--- src/rtl/tss_pkg.sv ---
// constants for the triac soft-start and speed-select controller
// assumes a 250 MHz logic clock and 50 Hz mains
package tss_pkg;
  localparam int CLK_KHZ = 250000;
  localparam int TICK_KHZ = 100;
  localparam int TICK_CYC = CLK_KHZ / TICK_KHZ;
  localparam int MAINS_HZ = 50;
  localparam int GATE_PULSE_US = 40;
  localparam int RETRIG_GAP_US = 20;
  localparam int PULSE_TICKS = GATE_PULSE_US * TICK_KHZ / 1000;
  localparam int GAP_TICKS = RETRIG_GAP_US * TICK_KHZ / 1000;
  localparam logic [10:0] RETRIG_MASK_CODE = 11'h00d;
  localparam logic [10:0] RETRIG_CUTOFF_TICKS = 11'(13 * 64);
  localparam logic [10:0] IGN_OFS = 11'h00a;
  localparam logic [9:0] INIT_DELAY = 10'h2b2;
  localparam int SS_TIME_MS = 2867;
  localparam int SS_SPAN = 588;
  localparam int SS_STEP_CYC = SS_TIME_MS * (CLK_KHZ / SS_SPAN);
  localparam int NO_RETRIG_PULSES = 2;
  localparam logic [3:0] IDX_MAX = 4'hf;
  localparam logic [3:0] IDX_MIN = 4'h0;
  localparam logic [31:0] ADDR_CTRL = 32'h0000_0000;
  localparam logic [31:0] ADDR_STATUS = 32'h0000_0004;
  localparam logic [1:0] CTRL_RESET = 2'h3;
  localparam int CTRL_EN_BIT = 0;
  localparam int CTRL_RETRIG_BIT = 1;
  typedef enum logic [1:0] {
    FIRE_WAIT = 2'b00,
    FIRE_PULSE = 2'b01,
    FIRE_GAP = 2'b10,
    FIRE_DONE = 2'b11
  } tss_fire_t;
  // ignition table, code = delay_ms * 2 * mains_hz - 10
  localparam logic [9:0] IGN_TABLE [16] = '{
    10'h244, 10'h22d, 10'h216, 10'h200, 10'h1ea, 10'h1d3, 10'h1be, 10'h1a8,
    10'h191, 10'h179, 10'h160, 10'h145, 10'h127, 10'h107, 10'h0dd, 10'h066
  };
endpackage

--- src/rtl/tss_ctrl.sv ---
// phase-angle triac controller: mains tracking, soft start, speed select, firing
// assumes a converter delivering a 4-bit speed code and a comparator-level thermal
// input, all asynchronous to REF_CLK; registers reached over AHB-Lite
//
// Overview of operation
// - after supply settles, fire the triac and ramp to the selected speed over soft start
// - speed input at ground gives start-only mode using top table entry
// - 4-bit speed code selects one of sixteen 10-bit firing delays
// - feedback high selects 2-wire mode, input spans half reference, high voltage slow
// - feedback low selects 3-wire mode, input spans full reference
// - in 3-wire mode highest voltage is slowest, lowest voltage fastest
// - potentiometer modes finish the soft-start ramp before settling at selected speed
// - standard options: 50 Hz, retrigger on, 40 us pulses, 2867 ms soft start
// - soft start begins at 7.00 ms delay; no retrigger after 8.32 ms
// - sixteen delays fall monotonically from 5.90 ms to 1.12 ms
// - top entry 1.12 ms is full power; start-only ramp ends there
// - 100 kHz tick counter cleared each half period fires on delay match
// - with retrigger, repeat pulses 20 us after previous end until triac conducts
// - accept a new speed code only if it moves more than one step
// - over-temperature drives the motor with the first table entry
//
// Our own choices: the AHB-Lite register port and the address map.
`timescale 1ns/1ps
module tss_ctrl
  import tss_pkg::*;
#(
  parameter int SS_STEP_CYCLES = SS_STEP_CYC, // logic clocks per soft-start step
  parameter int TICK_CYCLES = TICK_CYC // logic clocks per delay tick
) (
  input wire logic REF_CLK, // logic clock, 250 MHz
  input wire logic RST, // synchronous reset, active high
  input wire logic ZERO_CROSS_INPUT, // mains zero-cross comparator
  input wire logic [3:0] SPEED_CODE, // converter output for the speed input
  input wire logic MODE_FEEDBACK_PIN, // high: 2-wire, low: 3-wire
  input wire logic THERMAL_SENSE_INPUT, // high: over-temperature
  input wire logic TRIAC_ON, // high while the triac conducts
  output logic TRIAC_DRIVE_OUTPUT, // gate pulse, active high
  input wire logic HSEL, // ahb select
  input wire logic [31:0] HADDR, // ahb address
  input wire logic [1:0] HTRANS, // ahb transfer type
  input wire logic HWRITE, // ahb write
  input wire logic [2:0] HSIZE, // ahb size
  input wire logic [31:0] HWDATA, // ahb write data
  input wire logic HREADY, // ahb bus ready
  output logic HREADYOUT, // ahb slave ready
  output logic HRESP, // ahb response
  output logic [31:0] HRDATA // ahb read data
);

  function automatic logic [3:0] abs_diff(input logic [3:0] a, input logic [3:0] b);
    abs_diff = (a > b) ? a - b : b - a;
  endfunction

  // converter code to table index; a 2-wire divider only reaches half the reference, so the code is doubled
  function automatic logic [3:0] speed_index(input logic [3:0] code, input logic two_wire);
    logic [4:0] dbl;
    dbl = {code, 1'b0};
    if (two_wire) begin
      if (dbl > 5'h0f) begin
        speed_index = IDX_MIN;
      end else begin
        speed_index = IDX_MAX - dbl[3:0];
      end
    end else begin
      speed_index = IDX_MAX - code;
    end
  endfunction

  // input synchronisers, first stage read only by second
  localparam int SYNC_W = 8;
  logic [SYNC_W-1:0] sync_in;
  wire [SYNC_W-1:0] sync_out;
  assign sync_in = {TRIAC_ON, THERMAL_SENSE_INPUT, MODE_FEEDBACK_PIN, SPEED_CODE, ZERO_CROSS_INPUT};
  for (genvar i = 0; i < SYNC_W; i++) begin : g_sync
    logic s1_r;
    logic s2_r;
    always_ff @(posedge REF_CLK) begin
      if (RST) begin
        s1_r <= 1'b0;
        s2_r <= 1'b0;
      end else begin
        s1_r <= sync_in[i];
        s2_r <= s1_r;
      end
    end
    assign sync_out[i] = s2_r;
  end
  // the speed code is synchronised bit by bit, so the converter must hold it steady between updates
  logic zc_s;
  logic [3:0] code_s;
  logic fb_s;
  logic thermal_s;
  logic triac_on_s;
  assign zc_s = sync_out[0];
  assign code_s = sync_out[4:1];
  assign fb_s = sync_out[5];
  assign thermal_s = sync_out[6];
  assign triac_on_s = sync_out[7];

  // zero-cross edge marks a new half period
  logic zc_d_r;
  logic half_start;
  always_ff @(posedge REF_CLK) begin
    if (RST) begin
      zc_d_r <= 1'b0;
    end else begin
      zc_d_r <= zc_s;
    end
  end
  // a reset with the pin high gives one extra half-period start, which only delays the next firing
  assign half_start = zc_s ^ zc_d_r;

  // mode is caught a few cycles after release, once the synchroniser is filled
  logic [1:0] boot_cnt_r;
  logic mode_valid_r;
  logic two_wire_r;
  always_ff @(posedge REF_CLK) begin
    if (RST) begin
      boot_cnt_r <= 2'h0;
    end else if (boot_cnt_r != 2'h3) begin
      boot_cnt_r <= boot_cnt_r + 2'h1;
    end
  end

  // latched once: a thermal divider sharing the feedback pin must not flip the wiring mode later
  always_ff @(posedge REF_CLK) begin
    if (RST) begin
      mode_valid_r <= 1'b0;
      two_wire_r <= 1'b0;
    end else if (!mode_valid_r && boot_cnt_r == 2'h3) begin
      mode_valid_r <= 1'b1;
      two_wire_r <= fb_s;
    end
  end

  // control register; clearing enable stops firing but the ramp keeps running
  logic [1:0] ctrl_r;
  logic enable;
  logic retrig_en;
  assign enable = ctrl_r[CTRL_EN_BIT];
  assign retrig_en = ctrl_r[CTRL_RETRIG_BIT];

  // 100 kHz delay tick, realigned at every half period
  logic [11:0] div_r;
  logic tick;
  assign tick = (div_r == 12'(TICK_CYCLES - 1));
  always_ff @(posedge REF_CLK) begin
    if (RST || half_start || tick) begin
      div_r <= 12'h000;
    end else begin
      div_r <= div_r + 12'h001;
    end
  end

  logic [10:0] dcnt_r;
  // holds at full scale so a missing mains edge cannot wrap round into a second firing
  always_ff @(posedge REF_CLK) begin
    if (RST || half_start) begin
      dcnt_r <= 11'h000;
    end else if (tick && dcnt_r != 11'h7ff) begin
      dcnt_r <= dcnt_r + 11'h001;
    end
  end

  // speed index from the converter code
  logic [3:0] idx_raw;
  assign idx_raw = speed_index(code_s, two_wire_r);

  logic [3:0] idx_r;
  always_ff @(posedge REF_CLK) begin
    if (RST) begin
      idx_r <= IDX_MAX;
    end else if (code_s == 4'h0) begin
      idx_r <= IDX_MAX;
    end else if (abs_diff(idx_raw, idx_r) > 4'h1) begin
      idx_r <= idx_raw;
    end
  end

  logic [3:0] sel_idx;
  logic [9:0] target;
  assign sel_idx = thermal_s ? IDX_MIN : idx_r;
  assign target = IGN_TABLE[sel_idx];

  // soft start ramp toward the selected delay
  logic [31:0] step_cnt_r;
  logic step;
  logic [9:0] firing_delay_target_r;
  logic ss_done_r;
  assign step = (step_cnt_r == 32'(SS_STEP_CYCLES - 1));
  always_ff @(posedge REF_CLK) begin
    if (RST || !mode_valid_r || step) begin
      step_cnt_r <= 32'h0;
    end else begin
      step_cnt_r <= step_cnt_r + 32'h1;
    end
  end
  always_ff @(posedge REF_CLK) begin
    if (RST || !mode_valid_r) begin
      firing_delay_target_r <= INIT_DELAY;
    end else if (step) begin
      // a potentiometer move is also ramped, never jumped
      if (firing_delay_target_r > target) begin
        firing_delay_target_r <= firing_delay_target_r - 10'h001;
      end else if (firing_delay_target_r < target) begin
        firing_delay_target_r <= firing_delay_target_r + 10'h001;
      end
    end
  end

  always_ff @(posedge REF_CLK) begin
    if (RST || !mode_valid_r) begin
      ss_done_r <= 1'b0;
    end else if (step && firing_delay_target_r == target) begin
      ss_done_r <= 1'b1;
    end
  end

  // firing sequencer
  tss_fire_t fire_r;
  logic [2:0] wcnt_r;
  logic [1:0] npulse_r;
  logic drive_r;
  logic match;
  logic retrig_ok;
  assign match = tick && (dcnt_r == {1'b0, firing_delay_target_r} + IGN_OFS);
  assign retrig_ok = dcnt_r < RETRIG_CUTOFF_TICKS;
  logic more_pulses;
  // without retriggering exactly two pulses go out; with it the mask zone near the half-period end stops them
  assign more_pulses = retrig_en ? retrig_ok : (npulse_r < 2'(NO_RETRIG_PULSES));
  always_ff @(posedge REF_CLK) begin
    if (RST || half_start || !enable || !mode_valid_r) begin
      fire_r <= FIRE_WAIT;
      wcnt_r <= 3'h0;
      npulse_r <= 2'h0;
      drive_r <= 1'b0;
    end else begin
      case (fire_r)
        FIRE_WAIT: begin
          if (match) begin
            fire_r <= FIRE_PULSE;
            drive_r <= 1'b1;
            wcnt_r <= 3'h0;
          end
        end
        FIRE_PULSE: begin
          if (tick) begin
            if (wcnt_r == 3'(PULSE_TICKS - 1)) begin
              fire_r <= FIRE_GAP;
              drive_r <= 1'b0;
              wcnt_r <= 3'h0;
              npulse_r <= npulse_r + 2'h1;
            end else begin
              wcnt_r <= wcnt_r + 3'h1;
            end
          end
        end
        FIRE_GAP: begin
          // triac already conducting: nothing more this half period
          if (retrig_en && triac_on_s) begin
            fire_r <= FIRE_DONE;
          end else if (tick) begin
            if (wcnt_r == 3'(GAP_TICKS - 1)) begin
              wcnt_r <= 3'h0;
              if (more_pulses) begin
                fire_r <= FIRE_PULSE;
                drive_r <= 1'b1;
              end else begin
                fire_r <= FIRE_DONE;
              end
            end else begin
              wcnt_r <= wcnt_r + 3'h1;
            end
          end
        end
        FIRE_DONE: begin
          // one firing sequence per half period; only a mains edge, a reset or clearing enable rearms
          fire_r <= FIRE_DONE;
        end
        default: begin
          fire_r <= FIRE_WAIT;
        end
      endcase
    end
  end
  assign TRIAC_DRIVE_OUTPUT = drive_r;

  // ahb-lite slave, zero wait states
  logic wr_pend_r;
  logic [31:0] wr_addr_r;
  logic [31:0] rdata_r;
  logic addr_ok;
  assign addr_ok = HSEL && HTRANS[1] && HREADY;
  assign HREADYOUT = 1'b1;
  assign HRESP = 1'b0;
  assign HRDATA = rdata_r;

  // the write lands in the data phase, when HWDATA is valid
  always_ff @(posedge REF_CLK) begin
    if (RST) begin
      wr_pend_r <= 1'b0;
      wr_addr_r <= 32'h0;
    end else begin
      wr_pend_r <= addr_ok && HWRITE;
      if (addr_ok) begin
        wr_addr_r <= HADDR;
      end
    end
  end

  logic ctrl_wr;
  assign ctrl_wr = wr_pend_r && (wr_addr_r == ADDR_CTRL);
  always_ff @(posedge REF_CLK) begin
    if (RST) begin
      ctrl_r <= CTRL_RESET;
    end else if (ctrl_wr) begin
      ctrl_r <= HWDATA[1:0];
    end
  end

  // status: delay code 22:13, selected index 12:9, flags 4:0
  logic [31:0] status_word;
  assign status_word = {9'h0, firing_delay_target_r, sel_idx, 4'h0, drive_r, thermal_s, ss_done_r, two_wire_r,
                        mode_valid_r};

  always_ff @(posedge REF_CLK) begin
    if (RST) begin
      rdata_r <= 32'h0;
    end else if (addr_ok && !HWRITE) begin
      if (HADDR == ADDR_CTRL) begin
        rdata_r <= {30'h0, ctrl_r};
      end else if (HADDR == ADDR_STATUS) begin
        rdata_r <= status_word;
      end else begin
        rdata_r <= 32'h0;
      end
    end
  end
endmodule

--- config.mk ---
export PLATFORM = sky130hd
export DESIGN_NAME = tss_ctrl
export DESIGN_NICKNAME = d
export VERILOG_FILES = /design/src/rtl/tss_pkg.sv /design/src/rtl/tss_ctrl.sv
export SDC_FILE = /design/constraint.sdc
export NUM_CORES = 1
export LEC_CHECK = 0
export BUFFER_PORTS_ARGS = -buffer_cell sky130_fd_sc_hd__buf_2
export CAP_MARGIN = 20
export CORE_MARGIN = 2
export CORE_UTILIZATION = 60
export DETAILED_ROUTE_END_ITERATION = 10
export GPL_TIMING_DRIVEN = 0
export PLACE_DENSITY = 0.89
export SKIP_CTS_REPAIR_TIMING = 1
export SLEW_MARGIN = 15
export SYNTH_ARGS = -nofsm -noshare
export SYNTH_HDL_FRONTEND = slang
export SYNTH_SLANG_ARGS = --single-unit
export TNS_END_PERCENT = 20
--- constraint.sdc ---
create_clock -name REF_CLK -period 10.5 [get_ports REF_CLK]
set_input_delay 1.05 -clock REF_CLK [delete_from_list [all_inputs] [get_ports REF_CLK]]
set_output_delay 1.05 -clock REF_CLK [all_outputs]
set_load 0.03 [all_outputs]
==> run_results.csv, run 1 <==
group,metric,value,unit
sta,hold_violations,0,
synthesis,synth_cells,961,
clock_network,cts_buffers,17,
pwr,power_leakage,3.516,nW
drt,viasPerCell,5.792,
worst_setup_path,crit_cells,20,
layout,area_growth,14.45,%
synthesis,synthFlopType,"dfxtp_1",
worst_setup_path,crit_family,"compound AO/OA/AOI/OAI gates",
clock_network,clk_pin_slew,0.06,ns
worst_setup_path,timing.rr.start,"idx_r[1]$_SDFFE_PP1N_",
sta,final.min_clock_period,5.400,ns
worst_setup_path,worstPathCellList,"inv_1, nor2_1, inv_1, ha_1, a211oi_1, a21oi_1, ha_1, a21o_1, a21o_1, a221o_1, a221o_1, and2_1, fa_1, a21o_1, a21oi_1, o21bai_1, a2111oi_0, nor2_1, xnor2_1, o22ai_1",
drt,drt_iter0_drc,519,
status,outcome,"complete, no violations",
drt,drc,0,
min_path,hp-class,"reg2reg",
global_route,antenna_found_initial,0,
worst_setup_path,startpoint_type,"flop",
global_route,grt_use_total,27.29,%
clock_network,cts_max_level,4,
sta,layout_setup_ws,5.100,ns
synthesis,ys_seq_elements,153,
synthesis,yosys_warnings,0,
synthesis,synth-edff-count,0,
global_route,grt_pass1_wl,31.73,mm
drt,avgRoutedWirePerCell,15.18,microns
synthesis,synth_commonest_cells,"dfxtp_1 (153), nor2_1 (120), nand2_1 (111)",
worst_setup_path,cp-endpoint,"firing_delay_target_r[8]$_SDFFE_PP0P_",
sta,final.period_utilization,51.42,%
worst_setup_path,worst-r2r-cell-count,20,
synthesis,synth_cell_types,63,
floorplan,die_area,0.01428,sq mm
place,placed_area,0.008602,sq mm
global_route,grt_max_degree,17,
layout,n_fill_cell,1007,
synthesis,synth.largest_area_cell,"dfxtp_1",
global_route,grt-ovfl-total,0,
sta,setup_violations,0,
clock_network,root_buffer,"clkbuf_16",
synthesis,synth.most_common_cell,"dfxtp_1",
worst_setup_path,worst-path-buf-inv,2,
synthesis,netlist_area,0.008003,sq mm
floorplan,die_w,119.5,microns
place,gp_congestion,0.8623,
layout,diodes,0,
drt,num_vias,7228,
sta,setup_tns,0,ns
sta,relSlewSlack,48.25,%
worst_setup_path,path_max_fanout,9,
worst_setup_path,required,10.80,ns
worst_setup_path,worstSetupPathType,"reg2reg",
global_route,grt_pass1_vias,6842,
sta,worst_pin_slew,0.7727,ns
floorplan,start_util,60.91,%
synthesis,ys_seq_area_share,38.27,%
synthesis,synth_top_area_share,38.27,%
worst_setup_path,crit_arrival,5.70,ns
floorplan,ios,117,
worst_setup_path,r2r_end,"firing_delay_target_r[8]$_SDFFE_PP0P_",
pwr,power_density,149.5,mW/mm^2
sta,max_freq,185.2,MHz
floorplan,row_count,42,
worst_setup_path,cpPeakStageDelay,0.55,ns
job,drv_cap,0,
synthesis,synth_area_per_cell,8.327,sq um
layout,layout-drive-gt1-share,11.47,%
layout,final_nets,1192,
drt,drt-pass1-iter-count,6,
place,place_worst_setup_slack,5.210,ns
sta,rsz0062_at_grt,"false",
worst_setup_path,ff2ff_setup_slack,5.10,ns
sta,slew_viol_final,0,
place,port_buffers,66,
clock_network,clockBufferDepth,2,
floorplan,dieHeight,119.5,microns
synthesis,postSynth.asyncResetShare,0,%
clock_network,tritoncts,"done",
worst_setup_path,worstSetupEndpointType,"flop",
layout,final_area,0.009159,sq mm
place,hpwl,13.13,mm
pwr,ir_worst_vdd,0.0001476,V
clock_network,clock-sinks,153,
floorplan,design.core.area,0.01314,sq mm
worst_setup_path,crit_path_top_delay_cell,"dfxtp_1",
worst_setup_path,crit_path_start,"idx_r[1]$_SDFFE_PP1N_",
synthesis,synthTopCellsByArea,"dfxtp_1 (38%), ha_1 (7.5%), nor2_1 (5.6%), nand2_1 (5.2%), a21oi_1 (4.0%)",
worst_setup_path,crit_top_cell,"a21o_1",
sta,final.setup_skew,0.005862,ns
drt,drt_wl_total,18.95,mm
drt,ant_nets,0,
clock_network,clock_latency,0.42,ns
-- power breakdown --
part | internal (mW) | switching (mW)
Sequential | 0.593 | 0.00888
Clock | 0.338 | 0.242
Combinational | 0.0755 | 0.112
-- metrics by stage --
step	total power [mW]	hold slack [ns]	util, %	std cells
final	1.369	0.4334	69.71	1248
after global routing	1.417	0.4555	69.71	1248
after CTS	1.371	0.4362	69.71	1248
after detailed placement	0.7952	0.4226	65.48	1216
after global placement	0.7894	0.4190	65.48	1216
after floorplan	0.7512	0.4138	-	974
-- metal layers --
metal	vias up	share of wire (%)	track usage, %
met1	3416	42	33.34
met2	247	49	46.86
met4	0	2.6	12.13
met3	52	6.0	5.086
met5	-	0	0
li1	3513	-	-
-- registers in the layout, indices dropped and copies added, names as in the netlist --
register               count
HRDATA                    19
TRIAC_DRIVE_OUTPUT         1
boot_cnt_r                 2
ctrl_r                     2
dcnt_r                    11
div_r                     12
fb_s                       1
fire_r                     2
firing_delay_target_r     10
g_sync.s1_r                8
g_sync.s2_r                7
idx_r                      4
mode_valid_r               1
npulse_r                   2
ss_done_r                  1
step_cnt_r                32
two_wire_r                 1
wcnt_r                     3
wr_addr_r                 32
wr_pend_r                  1
zc_d_r                     1
-- worst min-delay path by stage --
stage | cells after the start | start | to | slack [ns]
final | 1 | g_sync[2].s1_r$_SDFF_PP0_ | g_sync[2].s2_r$_SDFF_PP0_ | 0.43
after CTS | 1 | g_sync[2].s1_r$_SDFF_PP0_ | g_sync[2].s2_r$_SDFF_PP0_ | 0.44
after global routing | 1 | g_sync[4].s1_r$_SDFF_PP0_ | g_sync[4].s2_r$_SDFF_PP0_ | 0.46
after detailed placement | 1 | g_sync[2].s1_r$_SDFF_PP0_ | g_sync[2].s2_r$_SDFF_PP0_ | 0.42
after global placement | 1 | g_sync[0].s1_r$_SDFF_PP0_ | g_sync[0].s2_r$_SDFF_PP0_ | 0.42
after floorplan | 1 | g_sync[5].s1_r$_SDFF_PP0_ | fb_s$_SDFF_PP0_ | 0.41
-- placed cells by master, fill, tap and decap left out, types with 16 or more instances in the layout --
| cell | Yosys | layout |
|---|---|---|
| dfxtp_1 | 153 | 153 |
| a21oi_1 | 64 | 64 |
| a22oi_1 | 16 | 16 |
| nand2_1 | 111 | 111 |
| xor2_1 | 34 | 34 |
| inv_1 | 36 | 36 |
| nor2b_1 | 25 | 25 |
| ha_1 | 48 | 48 |
| nor4_1 | 17 | 17 |
| nor3_1 | 19 | 19 |
| nor2_1 | 120 | 120 |
| xnor2_1 | 35 | 35 |
| nand4_1 | 17 | 17 |
| clkbuf_16 | 0 | 17 |
| nand3_1 | 33 | 33 |
| buf_2 | 5 | 71 |
| clkbuf_1 | 26 | 28 |
-- worst reg2reg max path, cell delays in order, from the launching register on --
cell and delay (ns):
dfxtp_1 0.55, inv_1 0.20, nor2_1 0.33, inv_1 0.17, ha_1 0.25, a211oi_1 0.24, a21oi_1 0.08, ha_1 0.29
a21o_1 0.18, a21o_1 0.17, a221o_1 0.34, a221o_1 0.40, and2_1 0.29, fa_1 0.46, a21o_1 0.20, a21oi_1 0.23
o21bai_1 0.12, a2111oi_0 0.43, nor2_1 0.12, xnor2_1 0.15, o22ai_1 0.08
-- cells by family (layout without fill, tap and decap cells) --
kind of cell,Yosys count,count (layout),synth area share (%)
buffers and inverters,91,189,5.050
AND/OR/NAND/NOR,416,416,25.69
adder cells (fa/ha/maj),51,51,8.255
flip-flops,153,153,38.27
multiplexers,17,17,2.158
XOR/XNOR,69,69,7.552
AO/OA/AOI/OAI,162,162,12.93
other,2,15,0.09384
-- final cells by class --
cell class,instances,area [sq um],share of cell area [%]
Multi-Input combinational cell,730,4584,50.05
Buffer,52,257.7,2.814
Clock buffer,21,460.4,5.027
Clock inverter,11,96.34,1.052
Sequential cell,153,3063,33.44
Inverter,39,146.4,1.598
Timing Repair Buffer,66,330.3,3.607
Tap cell,176,220.2,2.404
Power figures use the tool's default switching activity.
==> run 2, diff against run 1 <==
--- a/config.mk
+++ b/config.mk
@@ -8,10 +8,10 @@
 export BUFFER_PORTS_ARGS = -buffer_cell sky130_fd_sc_hd__buf_2
 export CAP_MARGIN = 20
 export CORE_MARGIN = 2
-export CORE_UTILIZATION = 60
+export CORE_UTILIZATION = 58
 export DETAILED_ROUTE_END_ITERATION = 10
 export GPL_TIMING_DRIVEN = 0
-export PLACE_DENSITY = 0.89
+export PLACE_DENSITY = 0.87
 export SKIP_CTS_REPAIR_TIMING = 1
 export SLEW_MARGIN = 15
 export SYNTH_ARGS = -nofsm -noshare
==> constraint.sdc (replaced) <==
create_clock -name REF_CLK -period 5.7 [get_ports REF_CLK]
set_input_delay 0.57 -clock REF_CLK [delete_from_list [all_inputs] [get_ports REF_CLK]]
set_output_delay 0.57 -clock REF_CLK [all_outputs]
set_load 0.03 [all_outputs]
==> run 2 against run 1 <==
Net effect: power rose by 88%; count of clock-buffer cells in the layout unchanged; largest power group is now clock; critical path depth unchanged; setup slack got worse by 4.6 ns; design area increased by 0.37%; die area rose by 3.3%; combinational power is 86% higher; core utilization fell by 0.84 points.
==> run_results.csv, run 2 (synthesis gave the netlist of run 1 again) <==
group,metric,value,unit
floorplan,row_count,42,
place,place_worst_setup_slack,0.3391,ns
sta,setup_tns,0,ns
global_route,grt_use_total,25.72,%
layout,area_growth,14.87,%
clock_network,clock_latency,0.42,ns
sta,worst_pin_slew,0.7177,ns
pwr,ir_worst_vdd,0.0002527,V
sta,final.setup_skew,0.006124,ns
worst_setup_path,worstSetupPathType,"reg2reg",
place,place_inst,1216,
worst_setup_path,r2r_end,"firing_delay_target_r[8]$_SDFFE_PP0P_",
place,port_buffers,66,
clock_network,clockBufferDepth,2,
layout,final_common_cell,"dfxtp_1",
place,gp_congestion,0.9117,
drt,avgRoutedWirePerCell,14.48,microns
sta,setup_violations,0,
drt,drt_wl_total,18.07,mm
status,outcome,"complete, no violations",
worst_setup_path,crit_arrival,5.53,ns
sta,hold_violations,0,
clock_network,clk_pin_slew,0.06,ns
drt,drc,0,
min_path,hp-class,"in2reg",
worst_setup_path,cp-endpoint,"firing_delay_target_r[8]$_SDFFE_PP0P_",
drt,drt-pass1-iter-count,7,
global_route,grt_pass1_vias,6592,
layout,final_nets,1192,
clock_network,cts_max_level,4,
worst_setup_path,ff2ff_setup_slack,0.46,ns
job,drv_cap,0,
worst_setup_path,startpoint_type,"flop",
global_route,antenna_found_initial,0,
worst_setup_path,crit_path_start,"g_sync[6].s2_r$_SDFF_PP0_",
global_route,grt_max_degree,17,
layout,n_fill_cell,1019,
pwr,power_density,280.2,mW/mm^2
sta,rsz0062_at_grt,"false",
floorplan,design.core.area,0.01335,sq mm
layout,diodes,0,
drt,viasPerCell,5.615,
sta,final.period_utilization,91.86,%
layout,fin_cells,1248,
worst_setup_path,timing.rr.start,"g_sync[6].s2_r$_SDFF_PP0_",
floorplan,die_area,0.01475,sq mm
clock_network,clock-sinks,153,
sta,fin_hold_ws,0.3577,ns
pwr,power,2.576,mW
pwr,power_leakage,3.534,nW
global_route,grt-ovfl-total,0,
worst_setup_path,path_max_fanout,10,
global_route,grt_pass1_wl,30.39,mm
worst_setup_path,worst-r2r-cell-count,20,
drt,ant_nets,0,
worst_setup_path,required,6.00,ns
sta,final.min_clock_period,5.236,ns
floorplan,start_util,59.96,%
drt,drt_iter0_drc,415,
sta,layout_setup_ws,0.4641,ns
floorplan,ios,117,
clock_network,cts_buffers,17,
layout,layout_common_cells,"dfxtp_1 (152), nor2_1 (119), nand2_1 (111), buf_2 (71), a21oi_1 (64)",
floorplan,die_w,121.5,microns
drt,num_vias,7008,
clock_network,tritoncts,"done",
worst_setup_path,worstSetupEndpointType,"flop",
sta,relSlewSlack,51.54,%
sta,max_freq,191.0,MHz
floorplan,dieHeight,121.5,microns
layout,layout-drive-gt1-share,11.57,%
sta,slew_viol_final,0,
place,hpwl,13.12,mm
clock_network,root_buffer,"clkbuf_16",
## run 2: report_power, final
group          internal [mW]  total, mW  switching (mW)  leakage [nW]
Sequential              1.09       1.11          0.0157          1.24
Combinational          0.139      0.347           0.208          2.00
Clock                  0.666       1.12           0.454         0.290
Total                   1.90       2.58           0.678          3.53
## run 2: layout make-up
cell class | instances | area, sq um | area share (%)
Tap cell | 176 | 220.2 | 2.396
Timing Repair Buffer | 66 | 330.3 | 3.593
Multi-Input combinational cell | 730 | 4587 | 49.90
Sequential cell | 153 | 3064 | 33.33
Inverter | 39 | 146.4 | 1.592
Clock buffer | 21 | 450.4 | 4.900
Clock inverter | 11 | 136.4 | 1.484
Buffer | 52 | 257.7 | 2.804
## run 2: worst min-delay path by stage
| stage | startpoint | to | slack [ns] | cells after the start |
|---|---|---|---|---|
| after floorplan | g_sync[5].s1_r$_SDFF_PP0_ | fb_s$_SDFF_PP0_ | 0.41 | 1 |
| after global placement | g_sync[2].s1_r$_SDFF_PP0_ | g_sync[2].s2_r$_SDFF_PP0_ | 0.41 | 1 |
| after detailed placement | g_sync[4].s1_r$_SDFF_PP0_ | g_sync[4].s2_r$_SDFF_PP0_ | 0.42 | 1 |
| after CTS | MODE_FEEDBACK_PIN | g_sync[5].s1_r$_SDFF_PP0_ | 0.35 | 2 |
| after global routing | MODE_FEEDBACK_PIN | g_sync[5].s1_r$_SDFF_PP0_ | 0.35 | 2 |
| final | MODE_FEEDBACK_PIN | g_sync[5].s1_r$_SDFF_PP0_ | 0.36 | 2 |
## run 2: metal layers
layer / GRT usage [%] / share of wire [%] / routed length, microns / up-vias
li1: - / - / - / 3505
met4: 9.698 / 2.4 / 442 / 0
met1: 31.77 / 44 / 7948 / 3263
met2: 44.42 / 49 / 8810 / 196
met3: 4.840 / 4.8 / 872 / 44
met5: 0 / 0 / 0 / -
## run 2: critical path, stage by stage (launching register included)
cell,delay (ns)
dfxtp_1,0.41
clkbuf_1,0.41
nor2_2,0.15
ha_1,0.38
xnor2_1,0.16
nor2_1,0.08
a31oi_1,0.18
o22ai_1,0.11
ha_1,0.31
and4_1,0.17
a221o_1,0.30
a221o_1,0.40
and2_1,0.30
fa_1,0.45
a21o_1,0.20
a21oi_1,0.21
o21bai_1,0.11
a2111oi_0,0.41
nor2_1,0.11
xnor2_1,0.16
o22ai_1,0.09
## run 2: per-stage QoR
step	instance area, sq um	utilization [%]
2_1_floorplan	8051	-
3_5_place_dp	8602	64.45
4_1_cts	9189	68.84
6_report	9193	68.87
3_3_place_gp	8602	64.45
5_1_grt	9193	68.87
